<file path="src/hw/abeu_pkg.sv">
// shared constants and types of the alu / branch execute unit
package abeu_pkg;

  // register byte addresses on the apb slave
  localparam logic [7:0] ADDR_INSTR = 8'h00;
  localparam logic [7:0] ADDR_OPD = 8'h04;
  localparam logic [7:0] ADDR_OPR = 8'h08;
  localparam logic [7:0] ADDR_IO = 8'h0c;
  localparam logic [7:0] ADDR_STATUS_FLAG_REGISTER = 8'h10;
  localparam logic [7:0] ADDR_PC = 8'h14;
  localparam logic [7:0] ADDR_EXEC = 8'h18;
  localparam logic [7:0] ADDR_RESULT = 8'h1c;

  // instruction word fields
  localparam int FLD_OP_LSB = 0;
  localparam int OP_W = 5;
  localparam int FLD_BIT_LSB = 5;
  localparam int BIT_W = 3;
  localparam int FLD_K_LSB = 8;
  localparam int K_W = 8;
  localparam int FLD_OFF_LSB = 16;
  localparam int OFF_W = 12;

  // execution status word fields
  localparam int EXS_BUSY = 0;
  localparam int EXS_TAKEN = 1;
  localparam int EXS_ILLEGAL = 2;
  localparam int EXS_CYC_LSB = 4;
  localparam int EXS_SP_LSB = 8;

  // status flag register bit positions
  localparam int STATUS_FLAG_REGISTER_C = 0;
  localparam int STATUS_FLAG_REGISTER_Z = 1;
  localparam int STATUS_FLAG_REGISTER_N = 2;
  localparam int STATUS_FLAG_REGISTER_V = 3;
  localparam int STATUS_FLAG_REGISTER_S = 4;
  localparam int STATUS_FLAG_REGISTER_H = 5;
  localparam int STATUS_FLAG_REGISTER_T = 6;
  localparam int STATUS_FLAG_REGISTER_I = 7;

  // operand bit positions for carry and overflow
  localparam int BIT_HALF = 3;
  localparam int BIT_SIGN = 7;

  // constants, cycle counts and program counter steps
  localparam logic [7:0] MASK_ALL = 8'hff;
  localparam logic [7:0] RST_BYTE = 8'h00;
  localparam logic [31:0] RST_WORD = 32'h0000_0000;
  localparam logic [2:0] CYC_ONE = 3'h1;
  localparam logic [2:0] CYC_TWO = 3'h2;
  localparam logic [2:0] CYC_THREE = 3'h3;
  localparam logic [2:0] CYC_FOUR = 3'h4;
  localparam int PC_STEP_NEXT = 1;
  localparam int PC_STEP_SKIP = 2;

  typedef enum logic [OP_W-1:0] {
    nop_op, add_carry_op, subtract_immediate_op, subtract_borrow_reg_op,
    subtract_borrow_imm_op, and_immediate_op, or_immediate_op, clear_bits_op,
    set_bits_op, test_zero_minus_op, compare_skip_equal_op, compare_immediate_op,
    skip_reg_bit_clear_op, skip_reg_bit_set_op, skip_io_bit_clear_op,
    skip_io_bit_set_op, branch_flag_set_op, branch_flag_clear_op,
    branch_signed_ge_op, branch_signed_lt_op, branch_unsigned_ge_op,
    branch_unsigned_below_op, branch_halfcarry_set_op, branch_halfcarry_clear_op,
    branch_irq_enabled_op, branch_irq_disabled_op, relative_jump_op,
    relative_call_op, subroutine_return_op, interrupt_return_op
  } abeu_op_t;

  typedef struct packed {
    logic h;
    logic v;
    logic c;
    logic [7:0] r;
  } abeu_alu_t;

endpackage

</file>
<file path="src/hw/abeu_core.sv">
// apb-controlled execute unit for alu, compare, skip and branch operations
//
// Local design decisions: the APB slave port and the placing of the registers.
`timescale 1ns/1ps

module abeu_core #(
  parameter int PC_W = 9,
  parameter int STACK_DEPTH = 3
) (
  // clock and reset
  input wire logic pclk,
  input wire logic presetn,
  // apb slave
  input wire logic psel,
  input wire logic penable,
  input wire logic pwrite,
  input wire logic [7:0] paddr,
  input wire logic [31:0] pwdata,
  output logic [31:0] prdata,
  output logic pready,
  output logic pslverr,
  // execution state
  output logic busy
);

  localparam int SP_W = $clog2(STACK_DEPTH + 1);

  logic [31:0] instr_q;
  logic [7:0] opd_q;
  logic [7:0] opr_q;
  logic [7:0] io_q;
  logic [7:0] status_flag_register_q;
  logic [7:0] result_q;
  logic [PC_W-1:0] pc_q;
  logic [2:0] cnt_q;
  logic [2:0] last_cyc_q;
  logic taken_q;
  logic illegal_q;
  logic [PC_W-1:0] stack_q [STACK_DEPTH];
  logic [SP_W-1:0] sp_q;

  abeu_pkg::abeu_op_t op;
  logic [abeu_pkg::BIT_W-1:0] bsel;
  logic [7:0] kimm;
  logic signed [abeu_pkg::OFF_W-1:0] k_off;
  logic [PC_W-1:0] pc_next1;
  logic [PC_W-1:0] pc_skip;
  logic [PC_W-1:0] pc_rel;

  abeu_pkg::abeu_alu_t alu;
  logic [7:0] res_d;
  logic wr_d;
  logic [7:0] status_flag_register_d;
  logic [PC_W-1:0] pc_d;
  logic push_d;
  logic pop_d;
  logic [2:0] cyc_d;
  logic taken_d;
  logic illegal_d;
  logic commit;

  logic apb_wait;
  logic apb_done;
  logic wr_fire;
  logic [31:0] rdata;
  logic rd_err;
  logic wr_err;

  //////////////////////////////////////////////////////////////////////////////
  // arithmetic helpers

  function automatic abeu_pkg::abeu_alu_t add_f(input logic [7:0] a, input logic [7:0] b,
                                                input logic cin);
    abeu_pkg::abeu_alu_t f;
    logic a3, b3, r3, a7, b7, r7;
    f.r = 8'(a + b + 8'(cin));
    a3 = a[abeu_pkg::BIT_HALF];
    b3 = b[abeu_pkg::BIT_HALF];
    r3 = f.r[abeu_pkg::BIT_HALF];
    a7 = a[abeu_pkg::BIT_SIGN];
    b7 = b[abeu_pkg::BIT_SIGN];
    r7 = f.r[abeu_pkg::BIT_SIGN];
    f.h = (a3 & b3) | (b3 & ~r3) | (~r3 & a3);
    f.v = (a7 & b7 & ~r7) | (~a7 & ~b7 & r7);
    f.c = (a7 & b7) | (b7 & ~r7) | (~r7 & a7);
    return f;
  endfunction

  function automatic abeu_pkg::abeu_alu_t sub_f(input logic [7:0] a, input logic [7:0] b,
                                                input logic cin);
    abeu_pkg::abeu_alu_t f;
    logic a3, b3, r3, a7, b7, r7;
    f.r = 8'(a - b - 8'(cin));
    a3 = a[abeu_pkg::BIT_HALF];
    b3 = b[abeu_pkg::BIT_HALF];
    r3 = f.r[abeu_pkg::BIT_HALF];
    a7 = a[abeu_pkg::BIT_SIGN];
    b7 = b[abeu_pkg::BIT_SIGN];
    r7 = f.r[abeu_pkg::BIT_SIGN];
    f.h = (~a3 & b3) | (b3 & r3) | (r3 & ~a3);
    f.v = (a7 & ~b7 & ~r7) | (~a7 & b7 & r7);
    f.c = (~a7 & b7) | (b7 & r7) | (r7 & ~a7);
    return f;
  endfunction

  // sign flag always follows n xor v so signed branches see a coherent state
  function automatic logic [7:0] arith_f(input logic [7:0] s, input abeu_pkg::abeu_alu_t f);
    logic [7:0] n;
    n = s;
    n[abeu_pkg::STATUS_FLAG_REGISTER_H] = f.h;
    n[abeu_pkg::STATUS_FLAG_REGISTER_V] = f.v;
    n[abeu_pkg::STATUS_FLAG_REGISTER_C] = f.c;
    n[abeu_pkg::STATUS_FLAG_REGISTER_N] = f.r[abeu_pkg::BIT_SIGN];
    n[abeu_pkg::STATUS_FLAG_REGISTER_Z] = ~|f.r;
    n[abeu_pkg::STATUS_FLAG_REGISTER_S] = n[abeu_pkg::STATUS_FLAG_REGISTER_N] ^ n[abeu_pkg::STATUS_FLAG_REGISTER_V];
    return n;
  endfunction

  function automatic logic [7:0] logic_f(input logic [7:0] s, input logic [7:0] r);
    logic [7:0] n;
    n = s;
    n[abeu_pkg::STATUS_FLAG_REGISTER_V] = 1'b0;
    n[abeu_pkg::STATUS_FLAG_REGISTER_N] = r[abeu_pkg::BIT_SIGN];
    n[abeu_pkg::STATUS_FLAG_REGISTER_Z] = ~|r;
    n[abeu_pkg::STATUS_FLAG_REGISTER_S] = n[abeu_pkg::STATUS_FLAG_REGISTER_N] ^ n[abeu_pkg::STATUS_FLAG_REGISTER_V];
    return n;
  endfunction

  function automatic logic is_skip_f(input abeu_pkg::abeu_op_t o);
    return o inside {abeu_pkg::compare_skip_equal_op, abeu_pkg::skip_reg_bit_clear_op,
                     abeu_pkg::skip_reg_bit_set_op, abeu_pkg::skip_io_bit_clear_op,
                     abeu_pkg::skip_io_bit_set_op};
  endfunction

  function automatic logic is_branch_f(input abeu_pkg::abeu_op_t o);
    return o inside {[abeu_pkg::branch_flag_set_op:abeu_pkg::relative_call_op]};
  endfunction

  //////////////////////////////////////////////////////////////////////////////
  // decode and execute

  assign op = abeu_pkg::abeu_op_t'(instr_q[abeu_pkg::FLD_OP_LSB +: abeu_pkg::OP_W]);
  assign bsel = instr_q[abeu_pkg::FLD_BIT_LSB +: abeu_pkg::BIT_W];
  assign kimm = instr_q[abeu_pkg::FLD_K_LSB +: abeu_pkg::K_W];
  assign k_off = instr_q[abeu_pkg::FLD_OFF_LSB +: abeu_pkg::OFF_W];
  assign pc_next1 = PC_W'(pc_q + PC_W'(abeu_pkg::PC_STEP_NEXT));
  assign pc_skip = PC_W'(pc_q + PC_W'(abeu_pkg::PC_STEP_SKIP));
  assign pc_rel = PC_W'(pc_q + PC_W'(k_off) + PC_W'(abeu_pkg::PC_STEP_NEXT));

  always_comb begin
    alu = '0;
    res_d = opd_q;
    wr_d = 1'b0;
    status_flag_register_d = status_flag_register_q;
    pc_d = pc_next1;
    push_d = 1'b0;
    pop_d = 1'b0;
    cyc_d = abeu_pkg::CYC_ONE;
    taken_d = 1'b0;
    illegal_d = 1'b0;
    unique case (op)
      abeu_pkg::nop_op: begin
      end
      abeu_pkg::add_carry_op: begin
        alu = add_f(opd_q, opr_q, status_flag_register_q[abeu_pkg::STATUS_FLAG_REGISTER_C]);
      end
      abeu_pkg::subtract_immediate_op: begin
        alu = sub_f(opd_q, kimm, 1'b0);
      end
      abeu_pkg::subtract_borrow_reg_op: begin
        alu = sub_f(opd_q, opr_q, status_flag_register_q[abeu_pkg::STATUS_FLAG_REGISTER_C]);
      end
      abeu_pkg::subtract_borrow_imm_op: begin
        alu = sub_f(opd_q, kimm, status_flag_register_q[abeu_pkg::STATUS_FLAG_REGISTER_C]);
      end
      abeu_pkg::compare_immediate_op: begin
        alu = sub_f(opd_q, kimm, 1'b0);
      end
      abeu_pkg::and_immediate_op: begin
        res_d = opd_q & kimm;
      end
      abeu_pkg::or_immediate_op: begin
        res_d = opd_q | kimm;
      end
      abeu_pkg::clear_bits_op: begin
        res_d = opd_q & (abeu_pkg::MASK_ALL - kimm);
      end
      abeu_pkg::set_bits_op: begin
        res_d = opd_q | kimm;
      end
      abeu_pkg::test_zero_minus_op: begin
        res_d = opd_q & opd_q;
      end
      abeu_pkg::compare_skip_equal_op: taken_d = (opd_q == opr_q);
      abeu_pkg::skip_reg_bit_clear_op: taken_d = ~opr_q[bsel];
      abeu_pkg::skip_reg_bit_set_op: taken_d = opr_q[bsel];
      abeu_pkg::skip_io_bit_clear_op: taken_d = ~io_q[bsel];
      abeu_pkg::skip_io_bit_set_op: taken_d = io_q[bsel];
      abeu_pkg::branch_flag_set_op: taken_d = status_flag_register_q[bsel];
      abeu_pkg::branch_flag_clear_op: taken_d = ~status_flag_register_q[bsel];
      abeu_pkg::branch_signed_ge_op: begin
        taken_d = ~(status_flag_register_q[abeu_pkg::STATUS_FLAG_REGISTER_N] ^ status_flag_register_q[abeu_pkg::STATUS_FLAG_REGISTER_V]);
      end
      abeu_pkg::branch_signed_lt_op: begin
        taken_d = status_flag_register_q[abeu_pkg::STATUS_FLAG_REGISTER_N] ^ status_flag_register_q[abeu_pkg::STATUS_FLAG_REGISTER_V];
      end
      abeu_pkg::branch_unsigned_ge_op: taken_d = ~status_flag_register_q[abeu_pkg::STATUS_FLAG_REGISTER_C];
      abeu_pkg::branch_unsigned_below_op: taken_d = status_flag_register_q[abeu_pkg::STATUS_FLAG_REGISTER_C];
      abeu_pkg::branch_halfcarry_set_op: taken_d = status_flag_register_q[abeu_pkg::STATUS_FLAG_REGISTER_H];
      abeu_pkg::branch_halfcarry_clear_op: taken_d = ~status_flag_register_q[abeu_pkg::STATUS_FLAG_REGISTER_H];
      abeu_pkg::branch_irq_enabled_op: taken_d = status_flag_register_q[abeu_pkg::STATUS_FLAG_REGISTER_I];
      abeu_pkg::branch_irq_disabled_op: taken_d = ~status_flag_register_q[abeu_pkg::STATUS_FLAG_REGISTER_I];
      abeu_pkg::relative_jump_op: begin
        taken_d = 1'b1;
      end
      abeu_pkg::relative_call_op: begin
        taken_d = 1'b1;
        push_d = 1'b1;
      end
      abeu_pkg::subroutine_return_op, abeu_pkg::interrupt_return_op: begin
        pop_d = 1'b1;
        pc_d = stack_q[0];
        cyc_d = abeu_pkg::CYC_FOUR;
        if (op == abeu_pkg::interrupt_return_op) begin
          status_flag_register_d[abeu_pkg::STATUS_FLAG_REGISTER_I] = 1'b1;
        end
      end
      default: illegal_d = 1'b1;
    endcase
    if (op inside {[abeu_pkg::add_carry_op:abeu_pkg::subtract_borrow_imm_op],
                   abeu_pkg::compare_immediate_op}) begin
      res_d = alu.r;
      status_flag_register_d = arith_f(status_flag_register_q, alu);
      wr_d = (op != abeu_pkg::compare_immediate_op);
    end
    if (op inside {[abeu_pkg::and_immediate_op:abeu_pkg::test_zero_minus_op]}) begin
      status_flag_register_d = logic_f(status_flag_register_q, res_d);
      wr_d = 1'b1;
    end
    // a skip assumes the next instruction is a single word
    if (is_skip_f(op) && taken_d) begin
      pc_d = pc_skip;
      cyc_d = abeu_pkg::CYC_TWO;
    end
    if (is_branch_f(op) && taken_d) begin
      pc_d = pc_rel;
      cyc_d = (op == abeu_pkg::relative_call_op) ? abeu_pkg::CYC_THREE : abeu_pkg::CYC_TWO;
    end
  end

  assign commit = busy && (cnt_q == cyc_d - abeu_pkg::CYC_ONE);

  //////////////////////////////////////////////////////////////////////////////
  // apb slave: one wait state, write lands on the completing edge

  assign apb_wait = psel && penable && !pready;
  assign apb_done = psel && penable && pready;
  assign wr_fire = apb_done && pwrite && !pslverr;

  always_comb begin
    rdata = abeu_pkg::RST_WORD;
    rd_err = 1'b0;
    unique case (paddr)
      abeu_pkg::ADDR_INSTR: rdata = instr_q;
      abeu_pkg::ADDR_OPD: rdata = 32'(opd_q);
      abeu_pkg::ADDR_OPR: rdata = 32'(opr_q);
      abeu_pkg::ADDR_IO: rdata = 32'(io_q);
      abeu_pkg::ADDR_STATUS_FLAG_REGISTER: rdata = 32'(status_flag_register_q);
      abeu_pkg::ADDR_PC: rdata = 32'(pc_q);
      abeu_pkg::ADDR_EXEC: begin
        rdata[abeu_pkg::EXS_BUSY] = busy;
        rdata[abeu_pkg::EXS_TAKEN] = taken_q;
        rdata[abeu_pkg::EXS_ILLEGAL] = illegal_q;
        rdata[abeu_pkg::EXS_CYC_LSB +: 3] = last_cyc_q;
        rdata[abeu_pkg::EXS_SP_LSB +: SP_W] = sp_q;
      end
      abeu_pkg::ADDR_RESULT: rdata = 32'(result_q);
      default: rd_err = 1'b1;
    endcase
    // status words are read-only, and nothing is writable mid-execution
    wr_err = rd_err || busy || (paddr == abeu_pkg::ADDR_EXEC) ||
             (paddr == abeu_pkg::ADDR_RESULT);
  end

  always_ff @(posedge pclk or negedge presetn) begin
    if (!presetn) begin
      pready <= 1'b0;
      pslverr <= 1'b0;
      prdata <= abeu_pkg::RST_WORD;
    end else if (apb_wait) begin
      pready <= 1'b1;
      pslverr <= pwrite ? wr_err : rd_err;
      prdata <= pwrite ? abeu_pkg::RST_WORD : rdata;
    end else begin
      pready <= 1'b0;
      pslverr <= 1'b0;
      prdata <= abeu_pkg::RST_WORD;
    end
  end

  //////////////////////////////////////////////////////////////////////////////
  // execution sequencing

  always_ff @(posedge pclk or negedge presetn) begin
    if (!presetn) begin
      busy <= 1'b0;
      cnt_q <= '0;
      last_cyc_q <= '0;
      taken_q <= 1'b0;
      illegal_q <= 1'b0;
    end else if (wr_fire && paddr == abeu_pkg::ADDR_INSTR) begin
      busy <= 1'b1;
      cnt_q <= '0;
    end else if (commit) begin
      busy <= 1'b0;
      last_cyc_q <= cyc_d;
      taken_q <= taken_d;
      illegal_q <= illegal_d;
    end else if (busy) begin
      cnt_q <= cnt_q + abeu_pkg::CYC_ONE;
    end
  end

  //////////////////////////////////////////////////////////////////////////////
  // architectural state: software writes only while idle, so no overlap

  always_ff @(posedge pclk or negedge presetn) begin
    if (!presetn) begin
      instr_q <= abeu_pkg::RST_WORD;
      opd_q <= abeu_pkg::RST_BYTE;
      opr_q <= abeu_pkg::RST_BYTE;
      io_q <= abeu_pkg::RST_BYTE;
      status_flag_register_q <= abeu_pkg::RST_BYTE;
      result_q <= abeu_pkg::RST_BYTE;
      pc_q <= '0;
    end else if (wr_fire) begin
      unique case (paddr)
        abeu_pkg::ADDR_INSTR: instr_q <= pwdata;
        abeu_pkg::ADDR_OPD: opd_q <= pwdata[7:0];
        abeu_pkg::ADDR_OPR: opr_q <= pwdata[7:0];
        abeu_pkg::ADDR_IO: io_q <= pwdata[7:0];
        abeu_pkg::ADDR_STATUS_FLAG_REGISTER: status_flag_register_q <= pwdata[7:0];
        abeu_pkg::ADDR_PC: pc_q <= pwdata[PC_W-1:0];
        default: begin
        end
      endcase
    end else if (commit) begin
      if (wr_d) begin
        opd_q <= res_d;
      end
      status_flag_register_q <= status_flag_register_d;
      result_q <= res_d;
      pc_q <= pc_d;
    end
  end

  // overflow drops the oldest entry, underflow returns zero
  always_ff @(posedge pclk or negedge presetn) begin
    if (!presetn) begin
      for (int i = 0; i < STACK_DEPTH; i++) begin
        stack_q[i] <= '0;
      end
      sp_q <= '0;
    end else if (commit && push_d) begin
      for (int i = STACK_DEPTH - 1; i > 0; i--) begin
        stack_q[i] <= stack_q[i-1];
      end
      stack_q[0] <= pc_next1;
      if (sp_q != SP_W'(STACK_DEPTH)) begin
        sp_q <= sp_q + SP_W'(1);
      end
    end else if (commit && pop_d) begin
      for (int i = 0; i < STACK_DEPTH - 1; i++) begin
        stack_q[i] <= stack_q[i+1];
      end
      stack_q[STACK_DEPTH-1] <= '0;
      if (sp_q != '0) begin
        sp_q <= sp_q - SP_W'(1);
      end
    end
  end

  //////////////////////////////////////////////////////////////////////////////
  // checks

  property p_adc_sum;
    @(posedge pclk) disable iff (!presetn)
    commit && op == abeu_pkg::add_carry_op |=>
      opd_q == 8'($past(opd_q) + $past(opr_q) + 8'($past(status_flag_register_q[abeu_pkg::STATUS_FLAG_REGISTER_C])));
  endproperty
  a_adc_sum: assert property (p_adc_sum) else $error("add with carry sum wrong");

  property p_subtract_immediate_op_one;
    @(posedge pclk) disable iff (!presetn)
    busy && !$past(busy) && op == abeu_pkg::subtract_immediate_op |->
      commit ##1 (!busy && opd_q == 8'($past(opd_q) - $past(kimm)));
  endproperty
  a_subtract_immediate_op_one: assert property (p_subtract_immediate_op_one) else $error("subtract immediate wrong");

  property p_logic_keep;
    @(posedge pclk) disable iff (!presetn)
    commit && op inside {[abeu_pkg::and_immediate_op:abeu_pkg::test_zero_minus_op]} |=>
      status_flag_register_q[abeu_pkg::STATUS_FLAG_REGISTER_C] == $past(status_flag_register_q[abeu_pkg::STATUS_FLAG_REGISTER_C]) &&
      status_flag_register_q[abeu_pkg::STATUS_FLAG_REGISTER_H] == $past(status_flag_register_q[abeu_pkg::STATUS_FLAG_REGISTER_H]) &&
      !status_flag_register_q[abeu_pkg::STATUS_FLAG_REGISTER_V];
  endproperty
  a_logic_keep: assert property (p_logic_keep) else $error("logic op flags wrong");

  property p_cpi_nowrite;
    @(posedge pclk) disable iff (!presetn)
    commit && op == abeu_pkg::compare_immediate_op |=>
      $stable(opd_q) && status_flag_register_q[abeu_pkg::STATUS_FLAG_REGISTER_Z] == ($past(opd_q) == $past(kimm));
  endproperty
  a_cpi_nowrite: assert property (p_cpi_nowrite) else $error("compare wrote rd");

  property p_skip_pc;
    @(posedge pclk) disable iff (!presetn)
    commit && is_skip_f(op) |=>
      $stable(status_flag_register_q) && pc_q == PC_W'($past(pc_q) + PC_W'($past(taken_d) ? 2 : 1));
  endproperty
  a_skip_pc: assert property (p_skip_pc) else $error("skip moved pc wrongly");

  property p_skip_two;
    @(posedge pclk) disable iff (!presetn)
    busy && !$past(busy) && is_skip_f(op) && taken_d |-> !commit ##1 commit;
  endproperty
  a_skip_two: assert property (p_skip_two) else $error("taken skip not two cycles");

  property p_branch_signed_ge_op;
    @(posedge pclk) disable iff (!presetn)
    commit && op == abeu_pkg::branch_signed_ge_op |->
      taken_d == !(status_flag_register_q[abeu_pkg::STATUS_FLAG_REGISTER_N] ^ status_flag_register_q[abeu_pkg::STATUS_FLAG_REGISTER_V]);
  endproperty
  a_branch_signed_ge_op: assert property (p_branch_signed_ge_op) else $error("signed ge decision wrong");

  property p_branch_pc;
    @(posedge pclk) disable iff (!presetn)
    commit && is_branch_f(op) && taken_d |=>
      pc_q == PC_W'($past(pc_q) + PC_W'($past(k_off)) + PC_W'(1));
  endproperty
  a_branch_pc: assert property (p_branch_pc) else $error("branch target wrong");

  property p_call_three;
    @(posedge pclk) disable iff (!presetn)
    busy && !$past(busy) && op == abeu_pkg::relative_call_op |->
      !commit[*2] ##1 commit ##1 stack_q[0] == PC_W'($past(pc_q, 2) + PC_W'(1));
  endproperty
  a_call_three: assert property (p_call_three) else $error("call timing or push wrong");

  property p_ret_four;
    @(posedge pclk) disable iff (!presetn)
    busy && !$past(busy) && op == abeu_pkg::interrupt_return_op |->
      !commit[*3] ##1 commit ##1 status_flag_register_q[abeu_pkg::STATUS_FLAG_REGISTER_I];
  endproperty
  a_ret_four: assert property (p_ret_four) else $error("interrupt return wrong");

endmodule

</file>
<file path="config.mk">
export PLATFORM = sky130hd
export DESIGN_NAME = abeu_core
export DESIGN_NICKNAME = d
export VERILOG_FILES = /design/src/hw/abeu_pkg.sv /design/src/hw/abeu_core.sv
export SDC_FILE = /design/constraint.sdc
export NUM_CORES = 1
export LEC_CHECK = 0
export BUFFER_PORTS_ARGS = -buffer_cell sky130_fd_sc_hd__clkbuf_2
export CORE_AREA = 2 2 207 209
export CTS_CLUSTER_DIAMETER = 80
export CTS_CLUSTER_SIZE = 25
export DETAILED_ROUTE_END_ITERATION = 7
export DIE_AREA = 0 0 209 211
export GPL_TIMING_DRIVEN = 0
export PLACE_DENSITY = 0.43
export SYNTH_ARGS = -nofsm -noshare
export SYNTH_HDL_FRONTEND = slang
export SYNTH_SLANG_ARGS = --single-unit
</file>
<file path="constraint.sdc">
create_clock -name pclk -period 5.9 [get_ports pclk]
set_clock_uncertainty 0.2 [all_clocks]
set_input_delay 0.295 -clock pclk [delete_from_list [all_inputs] [get_ports pclk]]
set_output_delay 0.295 -clock pclk [all_outputs]
set_load 0.01 [all_outputs]
</file>
# Yosys cells after proc, flatten, opt, wreduce, memory -nomap -nowiden
# Index checks and enable logic that the tools add are counted.
[op_classes]
addsub = 15
mul = 0
n_div = 0
n_lt_le_gt_ge = 7
eq_ne = 47
shift = 0
mux = 59
bitwise_logic = 77
reduce_logical = 57
[ops]
columns = ["op", "n"]
rows = [
  ["two-way mux 8 bit", 10],
  ["equality test 5 bit (second input constant)", 14],
  ["two-way mux 32 bit", 2],
  ["two-way mux 27 bit", 2],
  ["two-way mux 9 bit", 6],
  ["case mux 3 bit (8 select lines)", 2],
  ["case mux 11 bit (4 select lines)", 1],
  ["equality test 5 x 4 -> 1 bit (second input constant)", 8],
  ["AND 1 bit", 33],
  ["equality test 8 x 5 -> 1 bit (second input constant)", 4],
  ["case mux 8 bit (4 select lines)", 1],
  ["OR reduction 30 bit", 1],
  ["AND 8 bit", 3],
  ["OR reduction 8 bit", 3],
  ["two-way mux 22 bit", 1],
  ["nonzero test 2 bit", 11],
  ["equality test 5 x 3 -> 1 bit (second input constant)", 4],
  ["OR 1 bit", 20],
  ["adder 9 x 1 -> 9 bit (second input constant)", 2],
  ["two-way mux 3 bit", 6],
  ["NOT 1 bit", 18],
  ["two-way mux 1 bit", 17],
  ["equality test 8 x 4 -> 1 bit (second input constant)", 2],
  ["case mux 1 bit (16 select lines)", 1],
  ["other kinds (44)", 90],
]
[word_totals]
reg_bits = 153
latch_bits = 0
ram_bits = 0
rom_bits = 0
inputBits = 45
output_inout_bits = 35
wordCells = 284
n_memories = 0

# Longest topological paths before layout
# Gate-level depths: netlist of the first run.
[logic_depth]
ltp_word = 13
mapped_depth = 16
ltp_nobuf = 16

# Worst setup path after synthesis of the first run
# No wires, ideal clock.
[synth_timing]
path_type = "register to register"
from = "register opd_q[1]"
to = "register status_flag_register_q[1]"
setup_ns = 0.088
arrival_time_ns = 3.855
t_required_ns = 5.612
path_slack_ns = 1.756
path_stages_with_launch = 16
path_buffers = 0
period_less_slack_ns = 4.144
cell_sequence = "dfrtp_1 > inv_1 > ha_1 > or2_2 > a211o_1 > a21oi_1 > nor2_1 > o21bai_1 > a21oi_1 > fa_1 > o21ai_0 > nor3b_1 > nor4_4 > a21oi_1 > or4_1 > a41oi_1"
[synth_via]
elab_chain_cells = 10
word_cells_on_any_way = 32
classes_between = "7 x add/sub; 2 x eq/ne; 10 x mux; 4 x bitwise; 9 x reduce/logical"
[synth_lines]
columns = ["item", "line_no", "source"]
rows = [
  ["start: declaration", "abeu_core.sv:29", "logic [7:0] opd_q;"],
  ["start signal: assignment", "abeu_core.sv:330", "opd_q <= abeu_pkg::RST_BYTE;"],
  ["start signal: assignment", "abeu_core.sv:339", "abeu_pkg::ADDR_OPD: opd_q <= pwdata[7:0];"],
  ["start signal: assignment", "abeu_core.sv:349", "opd_q <= res_d;"],
  ["branches (longest 10 deep; another with subtractor 8 bit)", "--", ""],
  ["end signal: assignment", "abeu_core.sv:333", "status_flag_register_q <= abeu_pkg::RST_BYTE;"],
  ["end signal: assignment", "abeu_core.sv:342", "abeu_pkg::ADDR_STATUS_FLAG_REGISTER: status_flag_register_q <= pwdata[7:0];"],
  ["end signal: assignment", "abeu_core.sv:351", "status_flag_register_q <= status_flag_register_d;"],
  ["end: declaration", "abeu_core.sv:32", "logic [7:0] status_flag_register_q;"],
]
# Parallel ways; which one is timed is not known. The select of a mux whose other input is x is not followed.
# A chain may end at the register's enable or synchronous reset.

# Final worst setup path of the first run
# Same ends and word-level chain as after synthesis.

==> results of run 1 <==
==> critical path, delay by kind of cell, from the launching register on <==
family	cells	cell delay (ns)
compound gates	7	1.33
fa+ha+maj	2	0.94
buf+inv	1	0.32
flops	1	0.70
simple gates	5	1.57
==> registers in the layout, indices dropped and copies added, names as in the netlist <==
register	flops
result_q	8
opd_q	8
last_cyc_q	3
prdata	32
pslverr	1
pready	1
cnt_q	3
pc_q	9
busy	1
sp_q	2
status_flag_register_q	8
stack_q	27
taken_q	1
io_q	8
illegal_q	1
opr_q	8
instr_q	32
==> power by group through the flow <==
stage	clock network, mW	registers [mW]	logic, mW
final	1.21	1.07	0.155
after global routing	1.29	1.07	0.172
after CTS	1.24	1.07	0.158
after detailed placement	0	1.09	0.143
after global placement	0	1.09	0.139
after floorplan	0	1.09	0.0669
==> final timing paths <==
check                       startpoint                         to  slack (ns)  cells past startpoint
max                           opd_q[1]  status_flag_register_q[1]        0.77                     15
min                          pwdata[2]                 instr_q[2]        0.02                      3
max reg2reg                   opd_q[1]  status_flag_register_q[1]        0.77                     15
min reg2reg                instr_q[25]                 prdata[25]        0.27                      1
max in group asynchronous      presetn                 prdata[11]        4.44                      3
min in group asynchronous      presetn                stack_q[12]        0.21                      2
==> logic make-up (layout without fill, tap and decap cells) <==
family,Yosys count,in the layout,share of synthesized area (%)
DFF,153,153,37.0
AOI/OAI and AO/OA,256,256,17.1
xor gates and xnor gates,43,43,3.64
muxes,97,97,11.1
and+or+nand+nor,382,382,18.1
buffers and inverters,111,251,4.33
adders and majority gates,66,66,8.69
==> cell usage in the layout, fill, tap and decap left out, types with 5 or more instances in the layout <==
cell / Yosys / routed
a211oi_1: 9 / 9
or3_1: 7 / 7
dlygate4sd3_1: 0 / 28
and3_1: 15 / 15
buf_2: 6 / 6
xnor2_1: 29 / 29
nor3b_1: 5 / 5
o21ai_0: 69 / 69
mux2_2: 50 / 50
and2_1: 25 / 25
dfrtp_1: 153 / 153
a21oi_1: 39 / 39
o211ai_1: 6 / 6
nor2_1: 79 / 79
nand2b_1: 12 / 12
nand4_1: 8 / 8
inv_1: 49 / 49
a221oi_1: 6 / 6
mux2i_1: 36 / 36
nand2_1: 141 / 141
o31ai_1: 10 / 10
o22ai_1: 6 / 6
fa_1: 10 / 10
clkbuf_2: 1 / 79
clkbuf_16: 0 / 17
clkbuf_1: 48 / 48
nor2b_1: 13 / 13
a222oi_1: 6 / 6
nand3_1: 19 / 19
nor3_1: 25 / 25
o21bai_1: 5 / 5
a21boi_0: 6 / 6
xor2_1: 14 / 14
a22oi_1: 26 / 26
ha_1: 55 / 55
a31oi_1: 12 / 12
mux4_2: 8 / 8
==> layer usage <==
metal | global-route usage (%) | up-vias | part of all wire (%)
li1 | - | 4219 | -
met1 | 22.2 | 4546 | 43
met2 | 30.1 | 197 | 50
met3 | 2.80 | 46 | 4.0
met4 | 6.26 | 0 | 3.0
met5 | 0 | - | 0
==> cell usage after synthesis, drive strengths merged, types with 4 or more instances <==
cell type / number
a211o: 4
a211oi: 10
a21boi: 6
a21o: 4
a21oi: 39
a221oi: 6
a222oi: 6
a22oi: 26
a2bb2oi: 4
a31oi: 14
and2: 26
and3: 15
buf: 13
clkbuf: 49
dfrtp: 153
fa: 10
ha: 55
inv: 49
mux2: 53
mux2i: 36
mux4: 8
nand2: 141
nand2b: 12
nand3: 20
nand4: 8
nor2: 81
nor2b: 13
nor3: 25
nor3b: 5
nor4: 4
o211ai: 7
o21a: 4
o21ai: 70
o21bai: 5
o221ai: 4
o22ai: 6
o31ai: 11
or2: 4
or3: 8
or4: 4
xnor2: 29
xor2: 14
==> area by class of cell <==
cell class | count | share of cell area (%)
multi-input combinational | 844 | 49.0
inverter | 49 | 1.49
buffer | 62 | 2.14
sequential | 153 | 31.0
tap | 539 | 5.46
timing repair buffer | 108 | 5.76
clock inverter | 14 | 1.59
clock buffer | 18 | 3.55
==> flow_summary_export.csv, run 1 <==
group,metric,value,unit
grt,grt_first_pass_wirelength,57.3,mm
pwr,ir_drop,192,uV
detailed_routing,wl,37.6,mm
final_layout,seq_area,0.00383,mm^2
floorplan,fp.dieArea,0.0441,mm^2
placement,place_area,0.0114,mm^2
clocking,cts_buffers,17,
final_layout,area_delta_synth_final,19.6,%
floorplan,pin_count,80,
final_layout,final_area,0.0124,mm^2
timing,min_period_over_period,87.0,%
critical_path,start_kind,"flop",
floorplan,placementRows,75,
placement,gp_routability_congestion,0.885,
synthesis,yosys.cell_types.count,88,
pwr,p_leak,5.51,nW
grt,grt_max_degree,91,
synthesis,synth_top_area_cell,"dfrtp_1",
grt,gr-usage-all-layers,17.5,%
critical_path,path_class,"reg -> reg",
pwr,combPwrFrac,6.4,%
synthesis,yosys.area.top_type_share,37.0,%
final_layout,post_layout_nonfiller_instances,1787,
pwr,power_density,197,mW/mm^2
pwr,p_total,2.43,mW
flow_run,cap_violations,1,
clocking,clockBufferDepth,2,
clocking,cts_setup_buffers,0,
timing,relSlewSlack,0.625,%
synthesis,syn-cell-area,0.0103,mm^2
floorplan,core-area,0.0418,mm^2
pwr,netSwitchingFraction,24.4,%
critical_path,crit_path_cell_trace,"inv_1 > ha_1 > or2_2 > a211o_1 > a21oi_1 > nor2_1 > o21bai_1 > a21oi_1 > fa_1 > o21ai_0 > nor3b_1 > nor4_4 > a21oi_1 > or4_1 > a41oi_1",
synthesis,ys_ff_latch,153,
detailed_routing,drc,0,
final_layout,utilization,29.6,%
critical_path,critPathArrivalTime,5.29,ns
clocking,root_buffer,"clkbuf_16",
placement,hpwl,28.7,mm
final_layout,diodes,0,
timing,tightest_slew,1.48,ns
detailed_routing,first_pass_iters,7,
timing,setup_tns,0,ns
timing,holdWs,0.0217,ns
detailed_routing,viasPerCell,5.04,
clocking,clk-insertion-delay-late,0.44,ns
pwr,netSwitchingPower,0.593,mW
final_layout,multi_input_area,0.00606,mm^2
timing,worst_slack,0.769,ns
timing,finalSetupViolCount,0,
synthesis,synth-edff-count,0,
detailed_routing,vias,9008,
clocking,cts_tree,"built",
clocking,cts_hold_buf,28,
synthesis,synth_area_leaders,"dfrtp_1 37%, ha_1 6.7%, mux2_2 5.4%, nand2_1 5.1%, mux2i_1 3.5%",
status,violations,"max-capacitance violations",
floorplan,die_h,211,um
hold_path,hold_path_class,"in -> reg",
clocking,h-tree-depth,4,
timing,slew_viol_final,0,
final_layout,nNetsFinal,1345,
placement,post-place-ws,0.829,ns
detailed_routing,drt_iter0_markers,765,
critical_path,crit_required,6.06,ns
synthesis,synth-seq-area-share,37.0,%
final_layout,drive_gt1_share,16.9,%
synthesis,yosysWarnings,0,
critical_path,cp-end-kind,"flop",
grt,grt.overflow.total,0,
synthesis,syn_inst,1108,
synthesis,synth_ff_type,"dfrtp_1",
pwr,intPower,1.84,mW
synthesis,syn_nets,1218,
placement,io_buffers,79,
final_layout,fillers,4379,
clocking,ctsResizeCount,0,
placement,dp.cells,1727,
timing,layout_min_cycle_time,5.13,ns
status,status,"finished with violations",
pwr,p_clk_share,49.5,%
floorplan,die_w,209,um
critical_path,crit_slowest_cell,"dfrtp_1",
clocking,clk_pin_slew,0.07,ns
clocking,cts.sinks,153,
critical_path,crit_path_frequent_cell,"a21oi_1",
critical_path,slowest_delay,0.70,ns
grt,antenna_found_initial,1,
synthesis,async_reset_ff_share,100,%
synthesis,syn_avg_cell_area,9.33,um^2
pwr,power.share.sequential,44.1,%
detailed_routing,wl_per_cell,21.0,um
timing,hold_viol,0,
critical_path,crit_fanout,9,
floorplan,start_util,24.8,%
grt,grt_pass1_vias,8962,
detailed_routing,ant_nets,0,
timing,rsz0062_at_grt,"no",
timing,clock.fmax,195,MHz
(Power assumes the default switching activity.)
==> run 2: changes to the inputs <==
CELL_PAD_IN_SITES_DETAIL_PLACEMENT = 0   (was default)
CELL_PAD_IN_SITES_GLOBAL_PLACEMENT = 1   (was default)
PLACE_DENSITY = 0.51   (was 0.43)
SKIP_CTS_REPAIR_TIMING = 1   (was default)
==> flow_summary_export.csv, run 2 (synthesis gave the netlist of run 1 again) <==
group,metric,value,unit
status,status,"completed",
clocking,cts_tree,"built",
grt,antenna_found_initial,0,
grt,grt_first_pass_wirelength,58.8,mm
floorplan,fp.dieArea,0.0441,mm^2
final_layout,diodes,0,
clocking,cts_buffers,17,
detailed_routing,wl_per_cell,21.7,um
critical_path,crit_required,6.05,ns
final_layout,area_delta_synth_final,19.3,%
critical_path,crit_slowest_cell,"dfrtp_1",
grt,grt_pass1_vias,9145,
placement,io_buffers,79,
placement,gp_routability_congestion,0.858,
floorplan,pin_count,80,
pwr,p_leak,5.50,nW
timing,tightest_slew,0.986,ns
timing,finalSetupViolCount,0,
timing,min_period_over_period,87.1,%
critical_path,path_class,"reg -> reg",
clocking,h-tree-depth,4,
grt,gr-usage-all-layers,17.9,%
critical_path,start_kind,"flop",
timing,hold_viol,0,
clocking,root_buffer,"clkbuf_16",
detailed_routing,drt_iter0_markers,465,
timing,clock.fmax,194,MHz
final_layout,reg_top3,"instr_q: 32 flops, prdata: 32 flops, stack_q: 27 flops",
detailed_routing,wl,38.8,mm
pwr,ir_drop,172,uV
final_layout,fillers,4466,
critical_path,crit_path_cell_trace,"inv_1 > ha_1 > or2_2 > a211o_1 > a21oi_1 > nor2_1 > o21bai_1 > a21oi_1 > fa_1 > o21ai_0 > nor3b_1 > nor4_4 > a21oi_1 > or4_1 > a41oi_1",
timing,relSlewSlack,34.1,%
final_layout,drive_gt1_share,17.0,%
critical_path,cp-end-kind,"flop",
final_layout,post_layout_nonfiller_instances,1788,
detailed_routing,ant_nets,0,
hold_path,hold_path_class,"in -> reg",
grt,grt_max_degree,80,
grt,grt.overflow.total,0,
floorplan,start_util,24.8,%
placement,place_area,0.0115,mm^2
timing,layout_min_cycle_time,5.14,ns
detailed_routing,first_pass_iters,4,
detailed_routing,drc,0,
clocking,clk-insertion-delay-late,0.44,ns
placement,dp.cells,1728,
final_layout,final_cell_mix,"153 x dfrtp_1, 141 x nand2_1, 79 x nor2_1, 79 x clkbuf_2, 69 x o21ai_0",
final_layout,final_common_cell,"dfrtp_1",
detailed_routing,viasPerCell,4.99,
timing,rsz0062_at_grt,"no",
detailed_routing,vias,8927,
final_layout,nNetsFinal,1346,
final_layout,final_area,0.0123,mm^2
clocking,clockBufferDepth,2,
placement,hpwl,29.9,mm
timing,slew_viol_final,0,
floorplan,core-area,0.0418,mm^2
floorplan,die_w,209,um
floorplan,die_h,211,um
clocking,clk_pin_slew,0.07,ns
critical_path,critPathArrivalTime,5.30,ns
pwr,power_density,193,mW/mm^2
floorplan,placementRows,75,
critical_path,crit_path_frequent_cell,"a21oi_1",
flow_run,cap_violations,0,
critical_path,slowest_delay,0.68,ns
clocking,cts.sinks,153,
timing,setup_tns,0,ns
timing,holdWs,0.0144,ns
critical_path,crit_fanout,9,
run 2: cell types whose count changed in the layout (fill, tap and decap cells not counted), sizes merged:
| cell | delta |
|---|---|
| inv | +7 |
| clkinvlp | +1 |
| buf | +1 |
| clkinv | -5 |
| bufinv | -2 |
| clkbuf | -1 |
run 2: metal layers:
| layer | up-vias | share of wire, % | GRT usage [%] |
|---|---|---|---|
| li1 | 4226 | - | - |
| met1 | 4495 | 45 | 23.1 |
| met2 | 167 | 50 | 31.1 |
| met3 | 39 | 2.7 | 2.26 |
| met4 | 0 | 2.7 | 5.99 |
| met5 | - | 0 | 0 |
run 2: area by class of cell:
class / instances / area [um^2] / area share, %
inverters: 49 / 184 / 1.49
flip-flops and latches: 153 / 3830 / 31.0
well taps: 539 / 674 / 5.47
clock inverters: 15 / 176 / 1.43
plain buffers: 62 / 264 / 2.14
repair buffers: 109 / 717 / 5.81
multi-input cells: 844 / 6060 / 49.2
clock buffers: 17 / 425 / 3.45
run 2: per-stage QoR:
| step | utilization (%) | total power [mW] | worst slack (ns) |
|---|---|---|---|
| floorplan | - | 1.15 | 1.76 |
| global placement | 27.3 | 1.23 | 0.793 |
| detailed placement | 27.4 | 1.24 | 0.838 |
| CTS | 28.9 | 2.40 | 0.786 |
| global route | 29.5 | 2.47 | 0.493 |
| finish | 29.5 | 2.38 | 0.758 |
run 2: where the power goes:
part,switching (mW),internal (mW)
combinational,0.0938,0.0623
clock,0.514,0.641
sequential,0.0173,1.06
run 2: critical path: cells and delay by family, from the launching register on:
family / cells / cell delay (ns)
DFF: 1 / 0.68
buffers and inverters: 1 / 0.32
AOI/OAI and AO/OA: 7 / 1.32
and+or+nand+nor: 5 / 1.58
adders and majority gates: 2 / 0.95
run 2: path summary, 6_finish.rpt:
| check | from | end | slack, ns | cells past startpoint |
|---|---|---|---|---|
| worst max-delay path | opd_q[1] | status_flag_register_q[1] | 0.76 | 15 |
| worst max register to register | opd_q[1] | status_flag_register_q[1] | 0.76 | 15 |
| max in group asynchronous | presetn | opd_q[4] | 4.41 | 3 |
| worst min-delay path | pwdata[3] | opr_q[3] | 0.01 | 3 |
| worst min register to register | instr_q[26] | prdata[26] | 0.28 | 1 |
| min in group asynchronous | presetn | stack_q[5] | 0.24 | 2 |
